==> config.mk <==
export PLATFORM = sky130hd
export DESIGN_NAME = ack_latch_ctrl
export DESIGN_NICKNAME = d
export VERILOG_FILES = /design/src/ack_latch_pkg.sv /design/src/ack_latch_ctrl.sv /design/src/pin_sync.sv /design/src/clear_code_decode.sv
export SDC_FILE = /design/constraint.sdc
export NUM_CORES = 1
export LEC_CHECK = 0
export BUFFER_PORTS_ARGS = -buffer_cell sky130_fd_sc_hd__buf_2
export CAP_MARGIN = 20
export CORE_ASPECT_RATIO = 0.8
export CORE_MARGIN = 2
export CORE_UTILIZATION = 40
export CTS_CLUSTER_SIZE = 24
export DETAILED_ROUTE_END_ITERATION = 7
export GPL_TIMING_DRIVEN = 0
export PLACE_DENSITY = 0.73
export SYNTH_ARGS = -nofsm -noshare
export SYNTH_HDL_FRONTEND = slang
export SYNTH_HIERARCHICAL = 1
export SYNTH_SLANG_ARGS = --single-unit
==> constraint.sdc <==
create_clock -name sys_clk -period 1.4 [get_ports sys_clk]
set_input_delay 0.07 -clock sys_clk [delete_from_list [all_inputs] [get_ports sys_clk]]
set_output_delay 0.07 -clock sys_clk [all_outputs]
set_load 0.01 [all_outputs]
==> src/ack_latch_pkg.sv <==
package ack_latch_pkg;

  // register byte offsets
  localparam logic [4:0] STATUS_OFS   = 5'h00;
  localparam logic [4:0] CTRL_OFS     = 5'h04;
  localparam logic [4:0] SWITCH_OFS   = 5'h08;
  localparam logic [4:0] IRQ_STAT_OFS = 5'h0c;
  localparam logic [4:0] IRQ_MASK_OFS = 5'h10;
  localparam logic [4:0] LINK_OFS     = 5'h14;

  // field positions
  localparam int ACK_VALUE_POS   = 0;
  localparam int ACK_CHECK_POS   = 0;
  localparam int TX_SELECT_POS   = 1;
  localparam int IRQ_NACK_POS    = 0;
  localparam int IRQ_ACK_POS     = 1;
  localparam int IRQ_CLEARED_POS = 2;
  localparam int IRQ_BADCODE_POS = 3;
  localparam int IRQ_BITS        = 4;

  // reset values
  localparam logic       ACK_VALUE_RST  = 1'b0;
  localparam logic       ACK_CHECK_RST  = 1'b0;
  localparam logic       TX_SELECT_RST  = 1'b0;
  localparam logic [3:0] CLEAR_CODE_RST = 4'hf;
  localparam logic [3:0] IRQ_MASK_RST   = 4'h0;

  // clear codes
  localparam logic [3:0] CODE_CLEAR_CH0  = 4'h5;
  localparam logic [3:0] CODE_CLEAR_CH1  = 4'h6;
  localparam logic [3:0] CODE_CLEAR_BOTH = 4'h7;

  // rising scl edges counted before the acknowledge clock
  localparam logic [3:0] ACK_CLOCK_IDX = 4'h8;

endpackage

==> src/ack_latch_ctrl.sv <==
`timescale 1ns/10ps
module ack_latch_ctrl
  import ack_latch_pkg::*;
(
  // clock and reset
  input  wire logic        sys_clk,
  input  wire logic        srst,
  // avalon-mm slave
  input  wire logic [4:0]  address,
  input  wire logic        read,
  input  wire logic        write,
  input  wire logic [31:0] writedata,
  input  wire logic [3:0]  byteenable,
  output logic [31:0]      readdata,
  output logic             waitrequest,
  // serial bus pins
  input  wire logic        scl_in,
  input  wire logic        sda_in,
  output logic             sda_out,
  output logic             sda_oe,
  // latch clear pulses
  output logic             serial_channel_zero_clear,
  output logic             serial_channel_one_clear,
  // interrupt
  output logic             irq
);

  logic                scl_s;
  logic                sda_s;
  logic                scl_prev_q;
  logic                sda_prev_q;
  logic                scl_rise;
  logic                scl_fall;
  logic                start_seen;
  logic                stop_seen;
  logic                resp_q;
  logic                wr_go;
  logic                rd_first;
  logic                lane0;
  logic                ack_value_bit_q;
  logic                bus_ack_q;
  logic                ack_check_enable_q;
  logic                transmit_select_q;
  logic [3:0]          bit_cnt_q;
  logic                in_frame_q;
  logic                ack_window_q;
  logic                ack_sample;
  logic                sda_oe_q;
  logic [IRQ_BITS-1:0] irq_stat_q;
  logic [IRQ_BITS-1:0] irq_mask_q;
  logic [IRQ_BITS-1:0] irq_set;
  logic [IRQ_BITS-1:0] irq_clr;
  logic [31:0]         rd_mux;
  logic [31:0]         readdata_q;
  logic [3:0]          code_wr;
  logic                dec_ch0;
  logic                dec_ch1;
  logic                dec_bad;
  logic                code_wr_go;
  logic                clr_ch0_q;
  logic                clr_ch1_q;
  logic                ack_check_clear;

  // pin synchronisers
  pin_sync u_scl_sync (
    .sys_clk    (sys_clk),
    .srst       (srst),
    .pin_in     (scl_in),
    .pin_sync_q (scl_s)
  );

  pin_sync u_sda_sync (
    .sys_clk    (sys_clk),
    .srst       (srst),
    .pin_in     (sda_in),
    .pin_sync_q (sda_s)
  );

  // edge detection on synchronised levels
  always_ff @(posedge sys_clk)
  begin
    if (srst)
    begin
      scl_prev_q <= 1'b1;
      sda_prev_q <= 1'b1;
    end
    else
    begin
      scl_prev_q <= scl_s;
      sda_prev_q <= sda_s;
    end
  end

  assign scl_rise   = scl_s & ~scl_prev_q;
  assign scl_fall   = ~scl_s & scl_prev_q;
  assign start_seen = scl_s & scl_prev_q & sda_prev_q & ~sda_s;
  assign stop_seen  = scl_s & scl_prev_q & ~sda_prev_q & sda_s;

  // bus slave handshake: one wait cycle per access
  assign waitrequest = (read | write) & ~resp_q;
  assign wr_go       = write & resp_q;
  assign rd_first    = read & ~resp_q;
  assign lane0       = byteenable[0];

  always_ff @(posedge sys_clk)
  begin
    if (srst)
      resp_q <= 1'b0;
    else
      resp_q <= (read | write) & ~resp_q;
  end

  // software writes to the control register
  always_ff @(posedge sys_clk)
  begin
    if (srst)
    begin
      ack_check_enable_q <= ACK_CHECK_RST;
      transmit_select_q  <= TX_SELECT_RST;
    end
    else if (wr_go && lane0 && address == CTRL_OFS)
    begin
      ack_check_enable_q <= writedata[ACK_CHECK_POS];
      transmit_select_q  <= writedata[TX_SELECT_POS];
    end
  end

  assign ack_check_clear = wr_go && lane0 && address == CTRL_OFS && !writedata[ACK_CHECK_POS];

  // stored acknowledge for reception
  always_ff @(posedge sys_clk)
  begin
    if (srst)
      ack_value_bit_q <= ACK_VALUE_RST;
    else if (wr_go && lane0 && address == STATUS_OFS)
      ack_value_bit_q <= writedata[ACK_VALUE_POS];
  end

  // acknowledge clock of a transmitted byte
  assign ack_sample = scl_rise && in_frame_q && bit_cnt_q == ACK_CLOCK_IDX
                      && transmit_select_q && ack_check_enable_q;

  // bus-sampled acknowledge; a sample wins over a clear
  always_ff @(posedge sys_clk)
  begin
    if (srst)
      bus_ack_q <= 1'b0;
    else if (ack_sample)
      bus_ack_q <= sda_s;
    else if (ack_check_clear || clr_ch0_q)
      bus_ack_q <= 1'b0;
  end

  // bit counter and frame tracking
  always_ff @(posedge sys_clk)
  begin
    if (srst || clr_ch0_q)
    begin
      bit_cnt_q  <= 4'h0;
      in_frame_q <= 1'b0;
    end
    else if (start_seen)
    begin
      bit_cnt_q  <= 4'h0;
      in_frame_q <= 1'b1;
    end
    else if (stop_seen)
    begin
      bit_cnt_q  <= 4'h0;
      in_frame_q <= 1'b0;
    end
    else if (scl_rise && in_frame_q)
    begin
      if (bit_cnt_q == ACK_CLOCK_IDX)
        bit_cnt_q <= 4'h0;
      else
        bit_cnt_q <= bit_cnt_q + 4'h1;
    end
  end

  // ninth clock window, opened at the falling edge after the eighth bit
  always_ff @(posedge sys_clk)
  begin
    if (srst || clr_ch0_q || start_seen || stop_seen)
      ack_window_q <= 1'b0;
    else if (scl_fall && in_frame_q)
      ack_window_q <= bit_cnt_q == ACK_CLOCK_IDX;
  end

  // open-drain acknowledge drive in receive mode
  always_ff @(posedge sys_clk)
  begin
    if (srst || clr_ch0_q)
      sda_oe_q <= 1'b0;
    else if (start_seen || stop_seen)
      sda_oe_q <= 1'b0;
    else if (scl_fall && in_frame_q)
      sda_oe_q <= bit_cnt_q == ACK_CLOCK_IDX && !transmit_select_q && !ack_value_bit_q;
  end

  assign sda_oe  = sda_oe_q;
  assign sda_out = 1'b0;

  // clear-code write: reserved bits ignored, code not stored
  assign code_wr    = writedata[3:0];
  assign code_wr_go = wr_go && lane0 && address == SWITCH_OFS;

  clear_code_decode u_decode (
    .code      (code_wr),
    .clear_ch0 (dec_ch0),
    .clear_ch1 (dec_ch1),
    .bad_code  (dec_bad)
  );

  // one-cycle latch clear pulses
  always_ff @(posedge sys_clk)
  begin
    if (srst)
    begin
      clr_ch0_q <= 1'b0;
      clr_ch1_q <= 1'b0;
    end
    else
    begin
      clr_ch0_q <= code_wr_go && dec_ch0;
      clr_ch1_q <= code_wr_go && dec_ch1;
    end
  end

  assign serial_channel_zero_clear = clr_ch0_q;
  assign serial_channel_one_clear  = clr_ch1_q;

  // interrupt events
  always_comb
  begin
    irq_set                  = '0;
    irq_set[IRQ_NACK_POS]    = ack_sample && sda_s;
    irq_set[IRQ_ACK_POS]     = ack_sample && !sda_s;
    irq_set[IRQ_CLEARED_POS] = clr_ch0_q || clr_ch1_q;
    irq_set[IRQ_BADCODE_POS] = code_wr_go && dec_bad;
  end

  assign irq_clr = (wr_go && lane0 && address == IRQ_STAT_OFS) ? writedata[IRQ_BITS-1:0] : '0;

  // sticky status, write one to clear, set wins
  always_ff @(posedge sys_clk)
  begin
    if (srst)
      irq_stat_q <= '0;
    else
      irq_stat_q <= (irq_stat_q & ~irq_clr) | irq_set;
  end

  always_ff @(posedge sys_clk)
  begin
    if (srst)
      irq_mask_q <= IRQ_MASK_RST;
    else if (wr_go && lane0 && address == IRQ_MASK_OFS)
      irq_mask_q <= writedata[IRQ_BITS-1:0];
  end

  assign irq = |(irq_stat_q & irq_mask_q);

  // read mux
  always_comb
  begin
    rd_mux = 32'h0;
    unique case (address)
      STATUS_OFS:
        rd_mux[ACK_VALUE_POS] = transmit_select_q ? bus_ack_q : ack_value_bit_q;
      CTRL_OFS:
      begin
        rd_mux[ACK_CHECK_POS] = ack_check_enable_q;
        rd_mux[TX_SELECT_POS] = transmit_select_q;
      end
      SWITCH_OFS:
        rd_mux = 32'h0;
      IRQ_STAT_OFS:
        rd_mux[IRQ_BITS-1:0] = irq_stat_q;
      IRQ_MASK_OFS:
        rd_mux[IRQ_BITS-1:0] = irq_mask_q;
      LINK_OFS:
      begin
        rd_mux[3:0] = bit_cnt_q;
        rd_mux[4]   = in_frame_q;
        rd_mux[5]   = ack_window_q;
        rd_mux[6]   = sda_oe_q;
      end
      default:
        rd_mux = 32'h0;
    endcase
  end

  // read data registered in the wait cycle, standing at the accepting edge
  always_ff @(posedge sys_clk)
  begin
    if (srst)
      readdata_q <= 32'h0;
    else if (rd_first)
      readdata_q <= rd_mux;
  end

  assign readdata = readdata_q;

endmodule

==> src/pin_sync.sv <==
`timescale 1ns/10ps
module pin_sync
  import ack_latch_pkg::*;
(
  // clock and reset
  input  wire logic sys_clk,
  input  wire logic srst,
  // pin in, synchronised out
  input  wire logic pin_in,
  output logic      pin_sync_q
);

  logic meta_q;

  always_ff @(posedge sys_clk)
  begin
    if (srst)
    begin
      meta_q     <= 1'b1;
      pin_sync_q <= 1'b1;
    end
    else
    begin
      meta_q     <= pin_in;
      pin_sync_q <= meta_q;
    end
  end

endmodule

==> src/clear_code_decode.sv <==
`timescale 1ns/10ps
module clear_code_decode
  import ack_latch_pkg::*;
(
  // written code
  input  wire logic [3:0] code,
  // decoded requests
  output logic            clear_ch0,
  output logic            clear_ch1,
  output logic            bad_code
);

  always_comb
  begin
    clear_ch0 = 1'b0;
    clear_ch1 = 1'b0;
    bad_code  = 1'b0;
    unique case (code)
      CODE_CLEAR_CH0:
        clear_ch0 = 1'b1;
      CODE_CLEAR_CH1:
        clear_ch1 = 1'b1;
      CODE_CLEAR_BOTH:
      begin
        clear_ch0 = 1'b1;
        clear_ch1 = 1'b1;
      end
      default:
        bad_code = 1'b1;
    endcase
  end

endmodule

* Word-level counts from Yosys, hierarchy flattened *
Cells that the tools add are included.

cells by class
  add/sub/neg operators = 1
  eq/ne operators = 9
  muxes and demuxes = 14
  bitwise gates (word level) = 20
  reductions and logical operators = 38

operators with widths
  cell                                                                   count
  1-bit logical AND                                                      19
  4-bit by 3-bit equality test with 1-bit output, second input constant  3
  1-bit AND                                                              10
  5-bit by 4-bit equality test with 1-bit output, second input constant  2
  5-bit equality test, second input constant                             2
  4-bit AND                                                              2
  1-bit 2-to-1 mux                                                       8
  4-bit 2-to-1 mux                                                       2
  1-bit logical OR                                                       6
  2-bit case mux with 3 select lines                                     1
  2-bit OR reduction                                                     3
  3-bit OR reduction                                                     2
  5-bit by 3-bit equality test with 1-bit output, second input constant  1
  5-bit zero test                                                        1
  1-bit NOT                                                              5
  1-bit case mux with 5 select lines                                     1
  4-bit by 1-bit adder with 4-bit output, second input constant          1
  4-bit equality test, second input constant                             1
  1-bit zero test                                                        4
  4-bit NOT                                                              1
  4-bit OR                                                               1
  1-bit case mux with 4 select lines                                     1
  2-bit nonzero test                                                     2
  4-bit OR reduction                                                     1
  other kinds (2)                                                        2

word-level totals
  register bits after elaboration = 35
  bits of input ports = 47

* Logic depth before layout (Yosys ltp) *
  word-level depth = 8
  mapped depth = 6
  depth with buffers taken out = 6

* By module *
Netlist, hierarchy kept.

by module, submodules not included
  module             times used  cells an instance  area each (µm²)
  ack_latch_ctrl     1           188                1,635.3
  pin_sync           2           4                  52.6
  clear_code_decode  1           4                  31.3

* Least setup slack after synthesis *
No wires, ideal clock.

  path kind = reg-to-reg
  start point = register resp_q
  end point = register bus_ack_q
  library setup time = 0.123 ns
  arrival = 1.202 ns
  data required time = 1.277 ns
  path slack = 0.074 ns
  cell stages (with the launch flop) = 5
  path buffers = 0
  clock period less this slack = 1.326 ns
  path through = dfxtp_1 nand3_1 or3_4 o2111ai_1 o21ai_1

on the way
  longest elaborated chain between the ends = 6

ends and longest elaborated chain
  what                                 RTL line               text
  start: declaration                   ack_latch_ctrl.sv:36   logic resp_q;
  start signal: assignment             ack_latch_ctrl.sv:110  resp_q <= (read | write) & ~resp_q;
  1-bit AND                            ack_latch_ctrl.sv:101  assign wr_go = write & resp_q;
  1-bit logical AND (3 in a row)       ack_latch_ctrl.sv:128  assign ack_check_clear = wr_go && lane0 && address == CTRL_OFS && !writedata[ACK_CHECK_POS];
  1-bit logical OR                     ack_latch_ctrl.sv:150  else if (ack_check_clear || clr_ch0_q)
  2-bit nonzero test (no source line)  n/a
  end signal: assignment               ack_latch_ctrl.sv:149  bus_ack_q <= sda_s;
  end: declaration                     ack_latch_ctrl.sv:41   logic bus_ack_q;

No other way between the ends.
A chain may end at the register's enable or synchronous reset.

* Worst setup path after layout *
  start point = register resp_q
  end point = register clr_ch1_q, in the netlist serial_channel_one_clear

on the way
  longest elaborated chain between the ends = 4

ends and longest elaborated chain
  what                            RTL line               text
  1-bit AND                       ack_latch_ctrl.sv:101
  1-bit logical AND (2 in a row)  ack_latch_ctrl.sv:206  assign code_wr_go = wr_go && lane0 && address == SWITCH_OFS;
  1-bit logical AND               ack_latch_ctrl.sv:226  clr_ch1_q <= code_wr_go && dec_ch1;
  end signal: assignment          ack_latch_ctrl.sv:226
  end: declaration                ack_latch_ctrl.sv:61   logic clr_ch1_q;

No other way between the ends.

==> impl_metrics.json <==
{
  "post-route-cell-area_mm2": 0.00224,
  "crit_family": "simple AND/OR/NAND/NOR gates",
  "synth_flop_cell": "dfxtp_1",
  "mostFrequentLayoutCells": "dfxtp_1, buf_2, buf_4, conb_1, nor2_1",
  "cts_tree": "yes",
  "grtUsageTotal": 0.157,
  "nets": 310,
  "avgSynthCellArea_um2": 8.86,
  "num_rows": 21,
  "synth-seq-cells": 35,
  "cp_data_required_time_ns": 1.64,
  "rsz0062_at_grt": "no",
  "r2r_start": "resp_q$_SDFF_PP0_",
  "ys_seq_area_frac": 0.395,
  "powerDensity_mw_per_mm2": 989,
  "drcViolationCount": 0,
  "instances_no_fill": 319,
  "diodes": 0,
  "port_buffers": 27,
  "wire_per_inst_um": 11.5,
  "tightest_slew_ns": 0.504,
  "crit_end": "serial_channel_one_clear$_SDFF_PP0_",
  "fp.dieArea_mm2": 0.00498,
  "chipHeight_um": 63.5,
  "final_layout_size_suffix_gt1_frac": 0.290,
  "synth_edf_count": 0,
  "grt_pass1_wl_um": 5970,
  "wl_um": 3680,
  "finalSetupViolations": 0,
  "status": "complete, no violations",
  "overflow": 0,
  "maxCapViolCount": 0,
  "fin_crit_sh": 0.938,
  "antenna_found_initial": 0,
  "cp.depth": 4,
  "maxSlewHeadroom": 0.664,
  "crit_chain": "nand3_4 > or3_1 > nor3_4 > and2_1",
  "grt_pass1_vias": 1290,
  "pre_cts_ws_ns": -0.210,
  "timing.final.ws_setup_ns": 0.0863,
  "ys_types": 42,
  "clock_path_buffers": 2,
  "worst-r2r-cell-count": 4,
  "clock_skew_ns": 0.00358,
  "h-tree-depth": 2,
  "dp_hpwl_um": 2800,
  "root_buffer": "clkbuf_8",
  "start_util": 0.419,
  "ir_drop_mv": 0.520,
  "arrival_ns": 1.56,
  "core_mm2": 0.00423,
  "numCtsBuffers": 5,
  "yosys_warnings": 6,
  "crit_path_start": "resp_q$_SDFF_PP0_",
  "total_leakage_power_uw": 0.00100,
  "ant_nets": 0,
  "r2r-end": "serial_channel_one_clear$_SDFF_PP0_",
  "whs_ns": 0.00116,
  "cts.sinks": 35,
  "syn_area_mm2": 0.00177,
  "num_vias": 1465,
  "synthToLayoutAreaGrowth_pct": 26.6,
  "clk_pin_slew_ns": 0.07,
  "async_reset_ff_frac": 0,
  "min_period_ns": 1.31,
  "globalplace.congestion": 0.873,
  "setup_tns_ns": 0,
  "max_stage_delay_ns": 0.38,
  "slew_violations": 0,
  "critPathBufInv": 0,
  "final_common_cell": "dfxtp_1",
  "cp-start-kind": "flop",
  "dieWidth_um": 78.4,
  "hold_path.class": "in2reg",
  "drtPass1Iterations": 4,
  "hp-start": "srst",
  "hold_violations": 0,
  "syn_inst": 200,
  "grt_max_degree": 12,
  "worst_path_max_delay_cell": "dfxtp_2",
  "drt_iter0_drc": 83,
  "r2r_slack_ns": 0.09,
  "timing_worst_setup_path_type": "reg2reg",
  "vias_per_cell": 4.59,
  "io_pins": 85,
  "nFillCells": 394,
  "dp.cells": 309,
  "clock_latency_ns": 0.29,
  "place_area_mm2": 0.00207,
  "max_freq_ghz": 0.761,
  "cp-end-kind": "flop",
  "crit_fanout": 5
}
## power breakdown
group / switching (uW) / internal [uW] / total [uW] / leakage, uW
Clock: 369 / 576 / 945 / 0.0000612
Combinational: 135 / 109 / 244 / 0.000658
Sequential: 14.8 / 1010 / 1030 / 0.000285
Total: 518 / 1700 / 2220 / 0.00100
## cells in the mapped netlist (2+ instances only)
cell type / number / area share
clkbuf_1: 4 / 0.0085
nand2_1: 13 / 0.028
and2_1: 6 / 0.021
or2_1: 4 / 0.014
mux2_2: 3 / 0.019
a211o_1: 2 / 0.0099
a221oi_1: 3 / 0.015
a22oi_1: 3 / 0.013
ha_1: 2 / 0.014
nor4_1: 2 / 0.0071
nor3_1: 7 / 0.020
nor2_1: 16 / 0.034
buf_4: 26 / 0.11
or2_2: 2 / 0.0071
nand3b_1: 4 / 0.017
or3_1: 3 / 0.011
and3b_1: 2 / 0.0099
mux2i_1: 9 / 0.051
inv_1: 5 / 0.011
o21ai_0: 11 / 0.031
a21oi_1: 11 / 0.031
nand3_1: 7 / 0.020
nand2b_1: 2 / 0.0071
dfxtp_1: 35 / 0.40
## cell families (layout without fill, tap and decap cells)
family | Yosys count | after routing | synth area share
other cells | 1 | 26 | 0.00212
flops | 35 | 35 | 0.395
buf+inv | 35 | 72 | 0.129
mux | 12 | 12 | 0.0699
compound gates | 37 | 37 | 0.130
fa+ha+maj | 2 | 2 | 0.0141
simple gates | 77 | 77 | 0.254
xor+xnor | 1 | 1 | 0.00494
## worst min-delay path by stage
stage | to | slack (ns) | cells past startpoint
6_report | u_sda_sync/pin_sync_q$_SDFF_PP1_ | 0.001 | 2
5_1_grt | u_scl_sync/pin_sync_q$_SDFF_PP1_ | 0.004 | 2
4_1_cts | u_sda_sync/pin_sync_q$_SDFF_PP1_ | 0.001 | 2
3_5_place_dp | u_sda_sync/meta_q$_SDFF_PP1_ | 0.25 | 2
3_3_place_gp | u_scl_sync/meta_q$_SDFF_PP1_ | 0.24 | 2
2_1_floorplan | u_scl_sync/meta_q$_SDFF_PP1_ | 0.17 | 1
## state kept, by name (all words and copies together) (netlist names), 4 cells and up
| register | count |
|---|---|
| irq_stat_q | 4 |
| irq_mask_q | 4 |
| bit_cnt_q | 4 |
| readdata | 7 |
## routing by layer
layer	GRT usage	vias up	wire, um
li1	-	776	-
met1	0.223	639	1890
met2	0.220	48	1500
met3	0.0645	2	258
met4	0.0395	0	24
met5	0	-	0
## final cells by class
| type | instances | area (um^2) | area share |
|---|---|---|---|
| repair buffers | 29 | 155 | 0.0692 |
| clock inverters | 2 | 35.0 | 0.0156 |
| flip-flops and latches | 35 | 703 | 0.314 |
| plain buffers | 30 | 210 | 0.0938 |
| multi-input cells | 155 | 966 | 0.431 |
| clock buffers | 6 | 82.6 | 0.0368 |
| well taps | 57 | 71.3 | 0.0318 |
| inverters | 5 | 18.8 | 0.00837 |
## repair_timing
item | in CTS | in global routing
endpoints found under the hold margin | 2 | 0
buffers inserted | 0 | 0
hold buffers | 2 | 0
endpoints found under the setup margin | 11 | 18
pin swaps | 0 | 0
resized for setup | 3 | 5
## worst register-to-register path, stage by stage, from the launching register on
cell	delay, ns
dfxtp_2	0.38
nand3_4	0.13
or3_1	0.38
nor3_4	0.23
and2_1	0.15
## metrics by stage
| step | utilization | power (uW) |
|---|---|---|
| floorplan | - | 1210 |
| global placement | 0.490 | 1280 |
| detailed placement | 0.490 | 1280 |
| CTS | 0.526 | 2230 |
| global route | 0.530 | 2310 |
| finish | 0.530 | 2220 |
No activity file was read; power rests on OpenSTA's default activity.
